File: src/include/pcsr_pkg.sv
// ***************************************************************
// Paged configuration and status register constants
// ***************************************************************
package pcsr_pkg;

    // ***************************************************************
    // Register offsets within a page
    // ***************************************************************
    localparam logic [7:0] PCSR_OFS_PAGE_SELECT     = 8'hFF;
    localparam logic [7:0] PCSR_OFS_LOSS_LIVE       = 8'h02;
    localparam logic [7:0] PCSR_OFS_LOSS_STICKY     = 8'h03;
    localparam logic [7:0] PCSR_OFS_LOSS_MASK       = 8'h04;
    localparam logic [7:0] PCSR_OFS_ALARM_SELECT    = 8'h05;
    localparam logic [7:0] PCSR_OFS_COMMIT          = 8'h0E;
    localparam logic [7:0] PCSR_OFS_STATE_READBACK  = 8'hD0;
    localparam logic [7:0] PCSR_OFS_STATE_SELECT    = 8'hD1;

    // ***************************************************************
    // Page numbers
    // ***************************************************************
    localparam logic [7:0] PCSR_PAGE_MASTER  = 8'h00;
    localparam logic [7:0] PCSR_PAGE_MONITOR = 8'h01;
    localparam logic [7:0] PCSR_PAGE_INPUT   = 8'h02;
    localparam logic [7:0] PCSR_PAGE_OUTPUT  = 8'h03;
    localparam logic [7:0] PCSR_PAGE_PLL_A   = 8'h0A;
    localparam logic [7:0] PCSR_PAGE_PLL_D   = 8'h0D;

    // ***************************************************************
    // Reset values and field values
    // ***************************************************************
    localparam logic [7:0] PCSR_RST_PAGE         = 8'h00;
    localparam logic [7:0] PCSR_RST_MASK         = 8'hFF;
    localparam logic [3:0] PCSR_RST_NOTIFY       = 4'hF;
    localparam logic [3:0] PCSR_RST_ALARM_SELECT = 4'hF;
    localparam logic [7:0] PCSR_RST_SELECT       = 8'h00;
    localparam logic [7:0] PCSR_COMMIT_GO        = 8'h01;

    // State readback selectors and codes per subsystem
    localparam logic [7:0] PCSR_SEL_MASTER  = 8'h40;
    localparam logic [7:0] PCSR_SEL_MONITOR = 8'h40;
    localparam logic [7:0] PCSR_SEL_INPUT   = 8'h40;
    localparam logic [7:0] PCSR_SEL_OUTPUT  = 8'h60;
    localparam logic [7:0] PCSR_CODE_IDLE        = 8'h00;
    localparam logic [7:0] PCSR_CODE_MASTER_WAIT = 8'h09;
    localparam logic [7:0] PCSR_CODE_MASTER_ACT  = 8'h24;
    localparam logic [7:0] PCSR_CODE_MON_WAIT    = 8'h05;
    localparam logic [7:0] PCSR_CODE_MON_ACT     = 8'h0C;
    localparam logic [7:0] PCSR_CODE_IN_WAIT     = 8'h07;
    localparam logic [7:0] PCSR_CODE_IN_ACT      = 8'h17;
    localparam logic [7:0] PCSR_CODE_OUT_WAIT    = 8'h0C;
    localparam logic [7:0] PCSR_CODE_OUT_ACT     = 8'h14;

    // ***************************************************************
    // Timing
    // ***************************************************************
    localparam int PCSR_CLK_MHZ         = 125;
    localparam int PCSR_NVM_LOAD_NS     = 10000;
    localparam int PCSR_NVM_LOAD_CYCLES = (PCSR_NVM_LOAD_NS * PCSR_CLK_MHZ + 999) / 1000;

    // ***************************************************************
    // Types
    // ***************************************************************
    typedef enum logic [1:0] {
        PCSR_ST_IDLE,
        PCSR_ST_PRG_WAIT,
        PCSR_ST_ACTIVE
    } pcsr_state_t;

    typedef struct packed {
        logic       wr;
        logic       rd;
        logic [7:0] addr;
        logic [7:0] wdata;
    } pcsr_req_t;

endpackage

File: src/verilog/pcsr_loss_notify.sv
`timescale 1ns/1ps
// ***************************************************************
// Loss pin synchroniser, live status and sticky notify
// ***************************************************************
module pcsr_loss_notify
    import pcsr_pkg::*;
#(
    parameter int N = 4
) (
    input  wire logic         sys_clk,
    input  wire logic         reset_n,
    input  wire logic [N-1:0] loss_pin,
    input  wire logic [N-1:0] mask,
    input  wire logic         clr_wr,
    input  wire logic [N-1:0] clr_bits,
    output logic      [N-1:0] live,
    output logic      [N-1:0] notify
);

    logic [N-1:0] sync1_r;
    logic [N-1:0] sync2_r;
    logic [N-1:0] sync3_r;
    logic [N-1:0] live_r;
    logic [N-1:0] notify_r;
    logic [N-1:0] rise;

    // Three stages; first stage feeds only the second
    always_ff @(posedge sys_clk or negedge reset_n) begin
        if (!reset_n) begin
            sync1_r <= '0;
            sync2_r <= '0;
            sync3_r <= '0;
        end else begin
            sync1_r <= loss_pin;
            sync2_r <= sync1_r;
            sync3_r <= sync2_r;
        end
    end

    // Live level changes only when stages two and three agree
    always_ff @(posedge sys_clk or negedge reset_n) begin
        if (!reset_n) begin
            live_r <= '0;
        end else begin
            for (int i = 0; i < N; i++) begin
                if (sync2_r[i] == sync3_r[i]) begin
                    live_r[i] <= sync3_r[i];
                end
            end
        end
    end

    assign rise = (sync2_r & sync3_r) & ~live_r;

    // Set beats clear so a loss in the clearing cycle is kept
    always_ff @(posedge sys_clk or negedge reset_n) begin
        if (!reset_n) begin
            notify_r <= PCSR_RST_NOTIFY[N-1:0];
        end else begin
            for (int i = 0; i < N; i++) begin
                if (rise[i] && mask[i]) begin
                    notify_r[i] <= 1'b1;
                end else if (clr_wr && clr_bits[i]) begin
                    notify_r[i] <= 1'b0;
                end
            end
        end
    end

    assign live   = live_r;
    assign notify = notify_r;

endmodule

File: src/verilog/pcsr_regs.sv
`timescale 1ns/1ps
module pcsr_regs
    import pcsr_pkg::*;
#(
    parameter int N_IN = 4
) (
    input  wire logic            sys_clk,
    input  wire logic            reset_n,
    input  wire pcsr_req_t       reg_req,
    output logic      [7:0]      reg_rdata,
    output logic                 reg_rvalid,
    input  wire logic [N_IN-1:0] input_loss,
    input  wire logic            nvm_programmed,
    output logic                 alarm_irq_n
);

    // ***************************************************************
    // Helpers
    // ***************************************************************

    // Readback code for a subsystem in a given state
    function automatic logic [7:0] state_code(input logic [1:0] sub, input pcsr_state_t st);
        logic [7:0] wait_c;
        logic [7:0] act_c;
        wait_c = PCSR_CODE_MASTER_WAIT;
        act_c  = PCSR_CODE_MASTER_ACT;
        unique case (sub)
            2'h0: begin
                wait_c = PCSR_CODE_MASTER_WAIT;
                act_c  = PCSR_CODE_MASTER_ACT;
            end
            2'h1: begin
                wait_c = PCSR_CODE_MON_WAIT;
                act_c  = PCSR_CODE_MON_ACT;
            end
            2'h2: begin
                wait_c = PCSR_CODE_IN_WAIT;
                act_c  = PCSR_CODE_IN_ACT;
            end
            2'h3: begin
                wait_c = PCSR_CODE_OUT_WAIT;
                act_c  = PCSR_CODE_OUT_ACT;
            end
        endcase
        unique case (st)
            PCSR_ST_IDLE:     state_code = PCSR_CODE_IDLE;
            PCSR_ST_PRG_WAIT: state_code = wait_c;
            PCSR_ST_ACTIVE:   state_code = act_c;
            default:          state_code = PCSR_CODE_IDLE;
        endcase
    endfunction

    // Selector value that enables readback on a subsystem page
    function automatic logic [7:0] state_sel(input logic [1:0] sub);
        unique case (sub)
            2'h0:    state_sel = PCSR_SEL_MASTER;
            2'h1:    state_sel = PCSR_SEL_MONITOR;
            2'h2:    state_sel = PCSR_SEL_INPUT;
            default: state_sel = PCSR_SEL_OUTPUT;
        endcase
    endfunction

    // ***************************************************************
    // Declarations
    // ***************************************************************
    logic [7:0]      page_r;
    logic [7:0]      mask_r;
    logic [N_IN-1:0] alarm_sel_r;
    logic [7:0]      sel_r [4];
    pcsr_state_t     st_r  [4];
    logic [$clog2(PCSR_NVM_LOAD_CYCLES+1)-1:0] load_cnt_r;
    logic            load_done_r;
    logic            strap_r;
    logic [7:0]      rdata_r;
    logic            rvalid_r;
    logic            irq_n_r;
    logic [N_IN-1:0] live;
    logic [N_IN-1:0] notify;
    logic            sub_page;
    logic [1:0]      sub_idx;
    logic            wr_here;

    assign sub_page = (page_r[7:2] == 6'h00);
    assign sub_idx  = page_r[1:0];
    assign wr_here  = reg_req.wr && sub_page;

    // ***************************************************************
    // Page select
    // ***************************************************************

    // All later accesses steer by this value
    always_ff @(posedge sys_clk or negedge reset_n) begin
        if (!reset_n) begin
            page_r <= PCSR_RST_PAGE;
        end else if (reg_req.wr && reg_req.addr == PCSR_OFS_PAGE_SELECT) begin
            page_r <= reg_req.wdata;
        end
    end

    // ***************************************************************
    // Monitor page: mask, alarm select, notify logic
    // ***************************************************************

    // Mask and alarm selection on the monitor page
    always_ff @(posedge sys_clk or negedge reset_n) begin
        if (!reset_n) begin
            mask_r      <= PCSR_RST_MASK;
            alarm_sel_r <= PCSR_RST_ALARM_SELECT[N_IN-1:0];
        end else if (reg_req.wr && page_r == PCSR_PAGE_MONITOR) begin
            if (reg_req.addr == PCSR_OFS_LOSS_MASK) begin
                mask_r <= reg_req.wdata;
            end
            if (reg_req.addr == PCSR_OFS_ALARM_SELECT) begin
                alarm_sel_r <= reg_req.wdata[N_IN-1:0];
            end
        end
    end

    // Runs on the same clock as the register file
    pcsr_loss_notify #(
        .N(N_IN)
    ) u_notify (
        .sys_clk  (sys_clk),
        .reset_n  (reset_n),
        .loss_pin (input_loss),
        .mask     (mask_r[N_IN-1:0]),
        .clr_wr   (reg_req.wr && page_r == PCSR_PAGE_MONITOR && reg_req.addr == PCSR_OFS_LOSS_STICKY),
        .clr_bits (reg_req.wdata[N_IN-1:0]),
        .live     (live),
        .notify   (notify)
    );

    // Low while any selected notify is set; registered output
    always_ff @(posedge sys_clk or negedge reset_n) begin
        if (!reset_n) begin
            irq_n_r <= 1'b1;
        end else begin
            irq_n_r <= ~|(notify & alarm_sel_r);
        end
    end

    // ***************************************************************
    // Nonvolatile load timer and strap capture
    // ***************************************************************

    // Strap sampled once the load time has run out
    always_ff @(posedge sys_clk or negedge reset_n) begin
        if (!reset_n) begin
            load_cnt_r  <= '0;
            load_done_r <= 1'b0;
            strap_r     <= 1'b0;
        end else if (!load_done_r) begin
            if (load_cnt_r == ($bits(load_cnt_r))'(PCSR_NVM_LOAD_CYCLES - 1)) begin
                load_done_r <= 1'b1;
                strap_r     <= nvm_programmed;
            end else begin
                load_cnt_r <= load_cnt_r + 1'b1;
            end
        end
    end

    // ***************************************************************
    // Subsystem state machines and readback selectors
    // ***************************************************************

    // Master leaves idle after load; slaves follow it out of idle
    always_ff @(posedge sys_clk or negedge reset_n) begin
        if (!reset_n) begin
            for (int i = 0; i < 4; i++) begin
                st_r[i] <= PCSR_ST_IDLE;
            end
        end else begin
            for (int i = 0; i < 4; i++) begin
                unique case (st_r[i])
                    PCSR_ST_IDLE: begin
                        if (i == 0 && load_done_r) begin
                            // Programmed part wakes alone; blank part waits
                            st_r[i] <= strap_r ? PCSR_ST_ACTIVE : PCSR_ST_PRG_WAIT;
                        end else if (i != 0 && st_r[0] != PCSR_ST_IDLE) begin
                            st_r[i] <= strap_r ? PCSR_ST_ACTIVE : PCSR_ST_PRG_WAIT;
                        end
                    end
                    PCSR_ST_PRG_WAIT: begin
                        if (wr_here && sub_idx == 2'(i) && reg_req.addr == PCSR_OFS_COMMIT
                            && reg_req.wdata == PCSR_COMMIT_GO) begin
                            st_r[i] <= PCSR_ST_ACTIVE;
                        end
                    end
                    PCSR_ST_ACTIVE: begin
                        st_r[i] <= PCSR_ST_ACTIVE;
                    end
                endcase
            end
        end
    end

    // One selector per subsystem page
    always_ff @(posedge sys_clk or negedge reset_n) begin
        if (!reset_n) begin
            for (int i = 0; i < 4; i++) begin
                sel_r[i] <= PCSR_RST_SELECT;
            end
        end else if (wr_here && reg_req.addr == PCSR_OFS_STATE_SELECT) begin
            sel_r[sub_idx] <= reg_req.wdata;
        end
    end

    // ***************************************************************
    // Read path, one cycle after the strobe
    // ***************************************************************

    // Unmapped offsets and PLL pages read zero, apart from the page select offset, which reads back on every page
    always_ff @(posedge sys_clk or negedge reset_n) begin
        if (!reset_n) begin
            rdata_r  <= 8'h00;
            rvalid_r <= 1'b0;
        end else begin
            rvalid_r <= reg_req.rd;
            if (reg_req.rd) begin
                rdata_r <= 8'h00;
                if (reg_req.addr == PCSR_OFS_PAGE_SELECT) begin
                    rdata_r <= page_r;
                end else if (sub_page && reg_req.addr == PCSR_OFS_STATE_SELECT) begin
                    rdata_r <= sel_r[sub_idx];
                end else if (sub_page && reg_req.addr == PCSR_OFS_STATE_READBACK) begin
                    if (sel_r[sub_idx] == state_sel(sub_idx)) begin
                        rdata_r <= state_code(sub_idx, st_r[sub_idx]);
                    end
                end else if (page_r == PCSR_PAGE_MONITOR) begin
                    unique case (reg_req.addr)
                        PCSR_OFS_LOSS_LIVE:    rdata_r <= 8'(live);
                        PCSR_OFS_LOSS_STICKY:  rdata_r <= 8'(notify);
                        PCSR_OFS_LOSS_MASK:    rdata_r <= mask_r;
                        PCSR_OFS_ALARM_SELECT: rdata_r <= 8'(alarm_sel_r);
                        default:               rdata_r <= 8'h00;
                    endcase
                end
            end
        end
    end

    assign reg_rdata   = rdata_r;
    assign reg_rvalid  = rvalid_r;
    assign alarm_irq_n = irq_n_r;

endmodule
File: config.mk
export PLATFORM = sky130hd
export DESIGN_NAME = pcsr_regs
export DESIGN_NICKNAME = d
export VERILOG_FILES = /design/src/include/pcsr_pkg.sv /design/src/verilog/pcsr_loss_notify.sv /design/src/verilog/pcsr_regs.sv
export SDC_FILE = /design/constraint.sdc
export NUM_CORES = 1
export LEC_CHECK = 0
export BUFFER_PORTS_ARGS = -buffer_cell sky130_fd_sc_hd__buf_2
export CAP_MARGIN = 25
export CORE_MARGIN = 4
export CORE_UTILIZATION = 45
export CTS_BUF_LIST = sky130_fd_sc_hd__clkbuf_2
export DETAILED_ROUTE_END_ITERATION = 10
export GPL_TIMING_DRIVEN = 0
export HOLD_SLACK_MARGIN = 0.05
export PLACE_DENSITY = 0.65
export REMOVE_ABC_BUFFERS = 1
export SETUP_SLACK_MARGIN = 0.05
export SYNTH_ARGS = -nofsm -noshare
export SYNTH_HDL_FRONTEND = slang
export SYNTH_SLANG_ARGS = --single-unit
File: constraint.sdc
create_clock -name sys_clk -period 5.9 [get_ports sys_clk]
set_input_delay 1.18 -clock sys_clk [delete_from_list [all_inputs] [get_ports sys_clk]]
set_output_delay 1.18 -clock sys_clk [all_outputs]
set_load 0.01 [all_outputs]
; ---- After elaboration in Yosys (flattened, before gate mapping)
; Cells that the tools add are included.
[classes]
n_reduce_logical = 50
order_cmp = 2
n_mux = 44
addsub = 1
bitwise = 7
eq_ne = 37
[ops]
columns = cell, n
row1 = 8-bit two-way mux, 12
row2 = 8-bit case mux with 4 select lines, 3
row3 = 32-bit bitwise mux, 1
row4 = 1-bit logical AND, 28
row5 = 8-bit == test (second input constant), 3
row6 = 2-bit case mux with 3 select lines, 4
row7 = 2-bit two-way mux, 9
row8 = 8-bit binary-select mux with 2-bit select, 1
row9 = 8-bit demux with 2-bit select, 1
row10 = 8-bit by 1-bit == test with 1-bit output (second input constant), 2
row11 = 8-bit by 2-bit == test with 1-bit output (second input constant), 2
row12 = 8-bit by 3-bit == test with 1-bit output (second input constant), 2
row13 = 2-bit inequality test (second input constant), 8
row14 = 8-bit case mux with 2 select lines, 1
row15 = 2-bit AND reduction, 8
row16 = 2-bit == test (second input constant), 7
row17 = 4-bit AND, 3
row18 = 2-bit by 1-bit == test with 1-bit output (second input constant), 6
row19 = 11-bit by 1-bit adder with 11-bit output (second input constant), 1
row20 = 11-bit == test (second input constant), 1
row21 = 2-bit logical NOT, 5
row22 = 1-bit two-way mux, 10
row23 = 2-bit nonzero test, 5
row24 = 8-bit by 4-bit == test with 1-bit output (second input constant), 1
row25 = other kinds (13), 17
[word_totals]
inputBits = 25
word_cells = 169
output_inout_bits = 10
regBits = 103

; ---- Logic depth before layout (Yosys ltp)
; Gate-level depths: netlist (run 1).
[logic_depth]
depth_word = 12
depth_mapped = 7
mapped_depth_nobuf = 7

; ---- Hierarchy
; A second synthesis (run 1) with hierarchy kept.
[hier_totals]
hier_cells = 394
area_unflattened_um2 = 5127.4
[modules_own_cells]
columns = module, cells_each, seq_area_each_um2, area_each_um2, instances
row1 = pcsr_regs, 354, 2093.3, 4458.0, 1
row2 = pcsr_loss_notify, 40, 505.5, 669.4, 1

; ---- Least setup slack after synthesis (run 1)
; Ideal clock, no wire load.
[synth_timing]
path_type = input to register
start = input reg_req[9] (netlist name)
end = register rdata_r[3] (netlist: reg_rdata[3])
n_path_buf = 1
arrival_time_ns = 2.924
required_time_ns = 5.810
path_slack_ns = 2.886
setup_time_ns = 0.090
stages = 6
cell_sequence = clkbuf_1 -> nor4_1 -> nand4_1 -> or4_1 -> or4_1 -> o221ai_1
[synth_via]
elab_chain_cells = 6
word_cells_on_any_way = 14
cone_classes = eq/ne (7) / mux (5) / reduce/logical (2)
[synth_rtl]
columns = item, line
row1 = start: declaration, pcsr_regs.sv:9  ; input wire pcsr_req_t reg_req,
row2 = 8-bit by 3-bit == test with 1-bit output / 8-bit by 2-bit == test with 1-bit output (equally long branches), pcsr_regs.sv:230  ; unique case (reg_req.addr)
row3 = 8-bit case mux with 4 select lines, pcsr_regs.sv:230
row4 = 8-bit two-way mux, pcsr_regs.sv:229  ; end else if (page_r == PCSR_PAGE_MONITOR) begin
row5 = 8-bit two-way mux, pcsr_regs.sv:225  ; end else if (sub_page && reg_req.addr == PCSR_OFS_STATE_READBACK) begin
row6 = 8-bit two-way mux, pcsr_regs.sv:223  ; end else if (sub_page && reg_req.addr == PCSR_OFS_STATE_SELECT) begin
row7 = 8-bit two-way mux (*), pcsr_regs.sv:221  ; if (reg_req.addr == PCSR_OFS_PAGE_SELECT) begin
row8 = end signal: assignment, pcsr_regs.sv:222  ; rdata_r <= page_r;
row9 = end signal: assignment, pcsr_regs.sv:224  ; rdata_r <= sel_r[sub_idx];
row10 = end signal: assignment, pcsr_regs.sv:227  ; rdata_r <= state_code(sub_idx, st_r[sub_idx]);
row11 = end: declaration, pcsr_regs.sv:74  ; logic [7:0] rdata_r;
; Every way passes the cells marked *; elsewhere a longest branch is shown, timed or not.
; A chain may end at the register's enable or synchronous reset.

; ---- Worst setup path after layout (run 1)
[layout_timing]
start = register page_r[0]
end = register rdata_r[3] (netlist: reg_rdata[3])
[layout_via]
elab_chain_cells = 12
word_cells_on_any_way = 29
cone_classes = eq/ne (7) / mux (19) / bitwise (1) / reduce/logical (2)
[layout_rtl]
columns = item, line
row1 = start: declaration, pcsr_regs.sv:66  ; logic [7:0] page_r;
row2 = start signal: assignment, pcsr_regs.sv:96  ; page_r <= reg_req.wdata;
row3 = "2-bit by 1-bit == test with 1-bit output, or another cell as far along", "pcsr_regs.sv:27, pcsr_regs.sv:55"
row4 = 3-bit OR reduction (no line), -
row5 = 6-bit two-way mux, pcsr_regs.sv:55  ; unique case (sub)
row6 = 8-bit two-way mux, pcsr_regs.sv:225
row7 = 8-bit two-way mux, pcsr_regs.sv:223
row8 = 8-bit two-way mux, pcsr_regs.sv:221
row9 = 8-bit two-way mux, pcsr_regs.sv:219  ; if (reg_req.rd) begin
row10 = 8-bit == test, pcsr_regs.sv:226  ; if (sel_r[sub_idx] == state_sel(sub_idx)) begin
row11 = 8-bit two-way mux, pcsr_regs.sv:226
row12 = 8-bit two-way mux, pcsr_regs.sv:225
row13 = 8-bit two-way mux (*), pcsr_regs.sv:223
row14 = 8-bit two-way mux (*), pcsr_regs.sv:221
; Every way passes the cells marked *; elsewhere a longest branch is shown, timed or not. The select of a mux whose other input is x is not followed.

==> results of run 1 <==
-- registers in the layout, summed over array words and instances, names as in the netlist, 8 cells and up --
name	flops
st_r	8
sel_r	32
page_r	8
mask_r	8
load_cnt_r	11
reg_rdata	8
-- cell usage in the layout (no fill, tap or decap), types with 5 or more instances in the layout --
| cell type | Yosys | final |
|---|---|---|
| dfrtp_1 | 86 | 86 |
| xnor2_1 | 7 | 7 |
| a21oi_1 | 6 | 6 |
| buf_2 | 0 | 33 |
| a22oi_1 | 5 | 5 |
| xor2_1 | 5 | 5 |
| o22ai_1 | 5 | 5 |
| nand2_1 | 24 | 24 |
| mux2_2 | 61 | 61 |
| mux4_1 | 8 | 8 |
| nor2_1 | 15 | 15 |
| or4_1 | 8 | 8 |
| clkbuf_2 | 0 | 10 |
| o21ai_0 | 5 | 5 |
| dfstp_2 | 17 | 17 |
| nor4_1 | 5 | 5 |
| o221ai_1 | 5 | 5 |
| inv_1 | 28 | 28 |
| mux2i_1 | 10 | 10 |
| nand3_1 | 11 | 11 |
| nand4_1 | 7 | 7 |
| ha_1 | 21 | 21 |
-- worst max-delay path: cells and delay by family (launching register included) --
kind,cells,cell delay [ns]
AND/OR/NAND/NOR,3,1.61
flip-flops,1,0.88
multiplexers,1,0.68
AO/OA/AOI/OAI,1,0.08
-- routing by layer --
| layer | vias to the layer above | global-route usage | share of wire |
|---|---|---|---|
| met5 | - | 0 | 0 |
| met1 | 1702 | 0.2402 | 0.48 |
| met3 | 18 | 0.04032 | 0.046 |
| met4 | 0 | 0.06097 | 0.021 |
| li1 | 1557 | - | - |
| met2 | 68 | 0.2642 | 0.45 |
-- stage by stage --
step,hold WS [ns],std cells,utilization
CTS,0.3896,577,0.5020
global route,0.3988,577,0.5020
finish,0.3851,577,0.5020
floorplan,0.3312,386,-
global placement,0.3328,560,0.4890
detailed placement,0.3373,561,0.4917
-- final timing paths --
path	endpoint	slack [ns]	cells after the start
max	reg_rdata[3]	2.61	5
max reg2reg	reg_rdata[3]	2.61	5
max in group asynchronous	mask_r[4]	4.63	2
min	u_notify.sync2_r[0]	0.39	0
min in group asynchronous	st_r[1]	0.52	1
min reg2reg	u_notify.sync2_r[0]	0.39	0
-- kinds of logic after synthesis --
group	synth area share
adders and majority gates	0.05211
xor gates and xnor gates	0.02084
AOI/OAI and AO/OA	0.06948
and+or+nand+nor	0.1020
DFF	0.5154
buffers and inverters	0.03350
muxes	0.2067
-- final cells by class --
| cell class | count | area [µm²] | area share |
|---|---|---|---|
| clock inverters | 6 | 61.31 | 0.01122 |
| well taps | 140 | 175.2 | 0.03205 |
| repair buffers | 35 | 200.2 | 0.03663 |
| flip-flops and latches | 103 | 2599 | 0.4755 |
| clock buffers | 10 | 50.05 | 0.009158 |
| inverters | 28 | 105.1 | 0.01923 |
| multi-input cells | 255 | 2275 | 0.4162 |
-- where the power goes --
group / switching [W] / internal [W]
Clock: 0.000233 / 0.0000993
Sequential: 0.0000127 / 0.000725
Combinational: 0.0000574 / 0.0000359
==> impl_results.md, run 1 <==
- Sequential-to-total area share from yosys stat: 0.5154
- Post-placement worst setup slack: 2.404 ns
- Average vias per placed instance: 5.797
- Static leakage: 2.552 nW
- Clock insertion delay at the later pin of the skew report: 0.59 ns
- Library cell with the largest summed area after synthesis: dfrtp_1
- Critical-path cell list: mux4_1 > or4b_1 > or4_1 > or4_1 > o221ai_1
- Pin count of the biggest net entering global routing: 63
- PortBufs: 34
- Run status: finished, final reports clean
- Required time reported for the critical path endpoint: 6.40 ns
- Fin crit share: 0.5577
- Die outline area: 12960 µm²
- Mean instance size in the synthesized netlist: 12.57 µm²
- Worst-Margin Slew: 0.7494 ns
- Unrepaired setup endpoints after global routing: false
- Vias after detailed routing: 3345
- Final-report max-slew violation count: 0
- Synth Register Bits: 103
- Post-detailed-route wirelength per cell: 17.99 µm
- Worst path most repeated cell: or4_1
- Clock tree from TritonCTS: yes
- Clock sink count: 103
- Antenna fix cells: 0
- Cells after Synth: 401
- Cell with the most instances after synthesis: dfrtp_1
- Slew headroom: 0.4958
- Critical path fanouts, max: 14
- Number of enable flip-flop cells after synthesis: 0
- Maximum vdd ir drop: 0.09466 mV
- CTS buffer count: 9
- Filler Cell Count: 975
- Die Height: 113.9 µm
- WP data arrival: 3.80 ns
- Buffer depth of the longest clock path: 2
- Hold/Removal Path Class: reg -> reg
- Netlist cell types: 51
- Total power of the final layout: 0.001164 W
- Sum of routed wire length over all layers: 10.38 mm
- Syn. warnings: 0
- Library cell used as clock root buffer: clkbuf_2
- Proportion of register bits with asynchronous set or reset after synthesis: 1.000
- Critical Path Slowest Stage Cell: dfrtp_1
- Area of all placed cells without fillers: 5465 µm²
- Final critical delay including setup and external delays: 3.291 ns
- CTS Hold Bufs: 0
- Post-synth top area share: 0.4268
- Net count reported at finish: 478
- Worst path max stage delay: 0.88 ns
- Global-route wire length before repair: 17.41 mm
- Setup violations, final: 0
- Starting DRC count in detailed routing: 144
- Origin of the critical flop-to-flop path: page_r[0]
- Number of rows created at floorplan: 38
- Count of pins on the block boundary: 35
- CTS-repair resized insts: 0
- Layout overhead on the synthesized area: 8.387%
- Via count of the first global-routing pass: 3364
- Width of the chip: 113.9 µm
- Share of cells above drive strength 1: 0.3021
- Gp weighted congestion: 0.9001
- Count of buffers added by post-CTS timing repair for setup: 0
- Top cells by area, synth: dfrtp_1, mux2_2, dfstp_2
- HPWL after detailed placement: 7.541 mm
- Antenna violations before repair: 0
- Total global routing track utilization: 0.1720
- Synthesized area: 5042 µm²
- Starting Density: 0.4631
- First-pass iteration count of the detailed router: 4
- Number of nets with antenna violations after routing: 0
- Max Clock Skew: 0.05108 ns
- Startpoint of the most critical hold path: u_notify.sync1_r[0]
- Cell Area, Placed: 5354 µm²
- Minimum setup slack in the final design: 2.609 ns
- Crit Path Category: reg -> reg
- H-tree levels: 3
- Power density of the placed cells: 213.0 nW/µm²
- Top FF cell, synth: dfrtp_1
- Final-layout setup total negative slack: 0 ns
- Fmax: 303.9 MHz
- Clk pin slew, worst setup/hold paths: 0.25 ns
- Startpoint class of the critical path: flip-flop
- Remaining global-route overflow: 0
- Launch point of the critical path: page_r[0]
- Hold violation count in the final report: 0
- Setup crit end kind: flip-flop
- Number of max-capacitance violations reported: 0
- Core Region: 10890 µm²
- Number of DRC violations after detailed routing: 0
- Top cells by count, synth: dfrtp_1, mux2_2, inv_1, nand2_1, ha_1
(Power assumes the default switching activity.)
==> run 2, diff against run 1 <==
- clock period: 5.9 -> 3.2 ns (I/O delays scaled with it)
==> run 2 against run 1 <==
Effect of this change: worst hold slack got worse by 0.24 ns; sequential power increased by 84%; combinational power increased by 85%; global-route usage unchanged; sequential share of layout area decreased by 0.051 points; utilization increased by 0.13 points; first-iteration DRC count increased by 6.3%; maximum frequency increased by 9.4%; final cell count increased by 0.17%; die area unchanged; critical endpoint unchanged; highest routed layer unchanged.
==> impl_results.md, run 2 (synthesis results as in run 1) <==
- Run status: finished, final reports clean
- Critical-path cell list: mux4_1 > or4b_1 > or4_1 > or4_1 > o221ai_1
- Post-detailed-route wirelength per cell: 18.06 µm
- Count of buffers added by post-CTS timing repair for setup: 0
- Most common library cell in the layout ignoring fill and taps: dfrtp_1
- Worst path max stage delay: 0.64 ns
- Routing layer with the top usage in global route: met2
- Share of cells above drive strength 1: 0.3037
- Hold slack final: 0.1461 ns
- Net count reported at finish: 479
- Largest register by flop count: sel_r
- Number of max-capacitance violations reported: 0
- Required time reported for the critical path endpoint: 3.71 ns
- Library cell used as clock root buffer: clkbuf_2
- Filler Cell Count: 974
- Cell Area, Placed: 5354 µm²
- Max reg flops: 32
- Maximum vdd ir drop: 0.1746 mV
- Total global routing track utilization: 0.1720
- H-tree levels: 3
- Met3 usage in global routing: 0.04032
- Slew headroom: 0.4995
- Die outline area: 12960 µm²
- Hold violation count in the final report: 0
- Via count of the first global-routing pass: 3364
- Pin count of the biggest net entering global routing: 63
- Clock tree from TritonCTS: yes
- WP data arrival: 3.52 ns
- Startpoint class of the critical path: flip-flop
- Vias after detailed routing: 3351
- Minimum setup slack in the final design: 0.1935 ns
- Gp weighted congestion: 0.9001
- Critical path fanouts, max: 14
- Worst-Margin Slew: 0.7439 ns
- Area of all placed cells without fillers: 5479 µm²
- Number of rows created at floorplan: 38
- Layout overhead on the synthesized area: 8.660%
- Final-layout setup total negative slack: 0 ns
- Worst path most repeated cell: or4_1
- Static leakage: 2.554 nW
- Crit Path Category: reg -> reg
- Antenna fix cells: 0
- Width of the chip: 113.9 µm
- Critical Path Slowest Stage Cell: dfrtp_4
- Remaining global-route overflow: 0
- First-pass iteration count of the detailed router: 4
- Clk pin slew, worst setup/hold paths: 0.25 ns
- Met1 global-route usage: 0.2402
- Power density of the placed cells: 392.1 nW/µm²
- Clock insertion delay at the later pin of the skew report: 0.60 ns
- Buffer depth of the longest clock path: 2
- Setup crit end kind: flip-flop
- Post-placement worst setup slack: -0.05588 ns
- Average vias per placed instance: 5.798
- Core Region: 10890 µm²
- Registers with the most flip-flops: sel_r: 32 flops, load_cnt_r: 11 flops
- HPWL after detailed placement: 7.541 mm
- Setup violations, final: 0
- Number of nets with antenna violations after routing: 0
- Sum of routed wire length over all layers: 10.44 mm
- Unrepaired setup endpoints after global routing: false
- Post-route core utilization: 0.5032
- Count of pins on the block boundary: 35
- Final critical delay including setup and external delays: 3.007 ns
- Starting DRC count in detailed routing: 153
- Hold/Removal Path Class: in -> reg
- Max Clock Skew: 0.05012 ns
- Top library cells by usage in the layout, fill and taps aside: dfrtp_1, mux2_2, buf_2
- Global-route wire length before repair: 17.41 mm
- Starting Density: 0.4631
- Number of DRC violations after detailed routing: 0
- PortBufs: 34
- CTS buffer count: 9
- Final-report max-slew violation count: 0
- Met2 Usage GRT: 0.2642
- Clock sink count: 103
- Fin crit share: 0.9395
- Die Height: 113.9 µm
- Antenna violations before repair: 0
- Fmax: 332.6 MHz
[run 2: cell type report]
type / instances / area (µm²) / area share
repair buffers: 36 / 210.2 / 0.03837
flip-flops and latches: 103 / 2603 / 0.4750
clock inverters: 6 / 61.31 / 0.01119
clock buffers: 10 / 50.05 / 0.009135
multi-input cells: 255 / 2275 / 0.4152
inverters: 28 / 105.1 / 0.01918
well taps: 140 / 175.2 / 0.03197
[run 2: routing by layer]
metal | share of wire | vias to the layer above
met5 | 0 | -
met4 | 0.020 | 0
met3 | 0.063 | 18
met2 | 0.45 | 91
met1 | 0.46 | 1682
li1 | - | 1560
[run 2: path summary, 6_finish.rpt]
kind                                      from                  end  slack, ns  cells past startpoint
min in group asynchronous              reset_n              st_r[1]       0.52                      2
max reg2reg                          page_r[0]         reg_rdata[3]       0.19                      5
max                                  page_r[0]         reg_rdata[3]       0.19                      5
min                              input_loss[1]  u_notify.sync1_r[1]       0.15                      1
max in group asynchronous              reset_n            mask_r[4]       1.93                      3
min reg2reg                u_notify.sync1_r[0]  u_notify.sync2_r[0]       0.38                      0
[run 2: critical path, delay by kind of cell, from the launching register on]
family	cells	cell delay, ns
and+or+nand+nor	3	1.61
DFF	1	0.64
AOI/OAI and AO/OA	1	0.08
muxes	1	0.63
[run 2: through the flow]
stage	power [W]	cells
global placement	0.001545	560
finish	0.002148	578
detailed placement	0.001556	561
floorplan	0.001453	386
global route	0.002259	578
CTS	0.002171	578
[run 2: timing repair]
item                                    CTS  global route
cloned                                    0             0
endpoints found under the hold margin    27             0
endpoints found under the setup margin    5             1
gates resized for setup                   1             1
hold buffers                              1             0
[run 2: power by group]
group | switching (W) | internal, W
clock network | 0.000431 | 0.000183
registers | 0.0000237 | 0.00134
logic | 0.000106 | 0.0000669
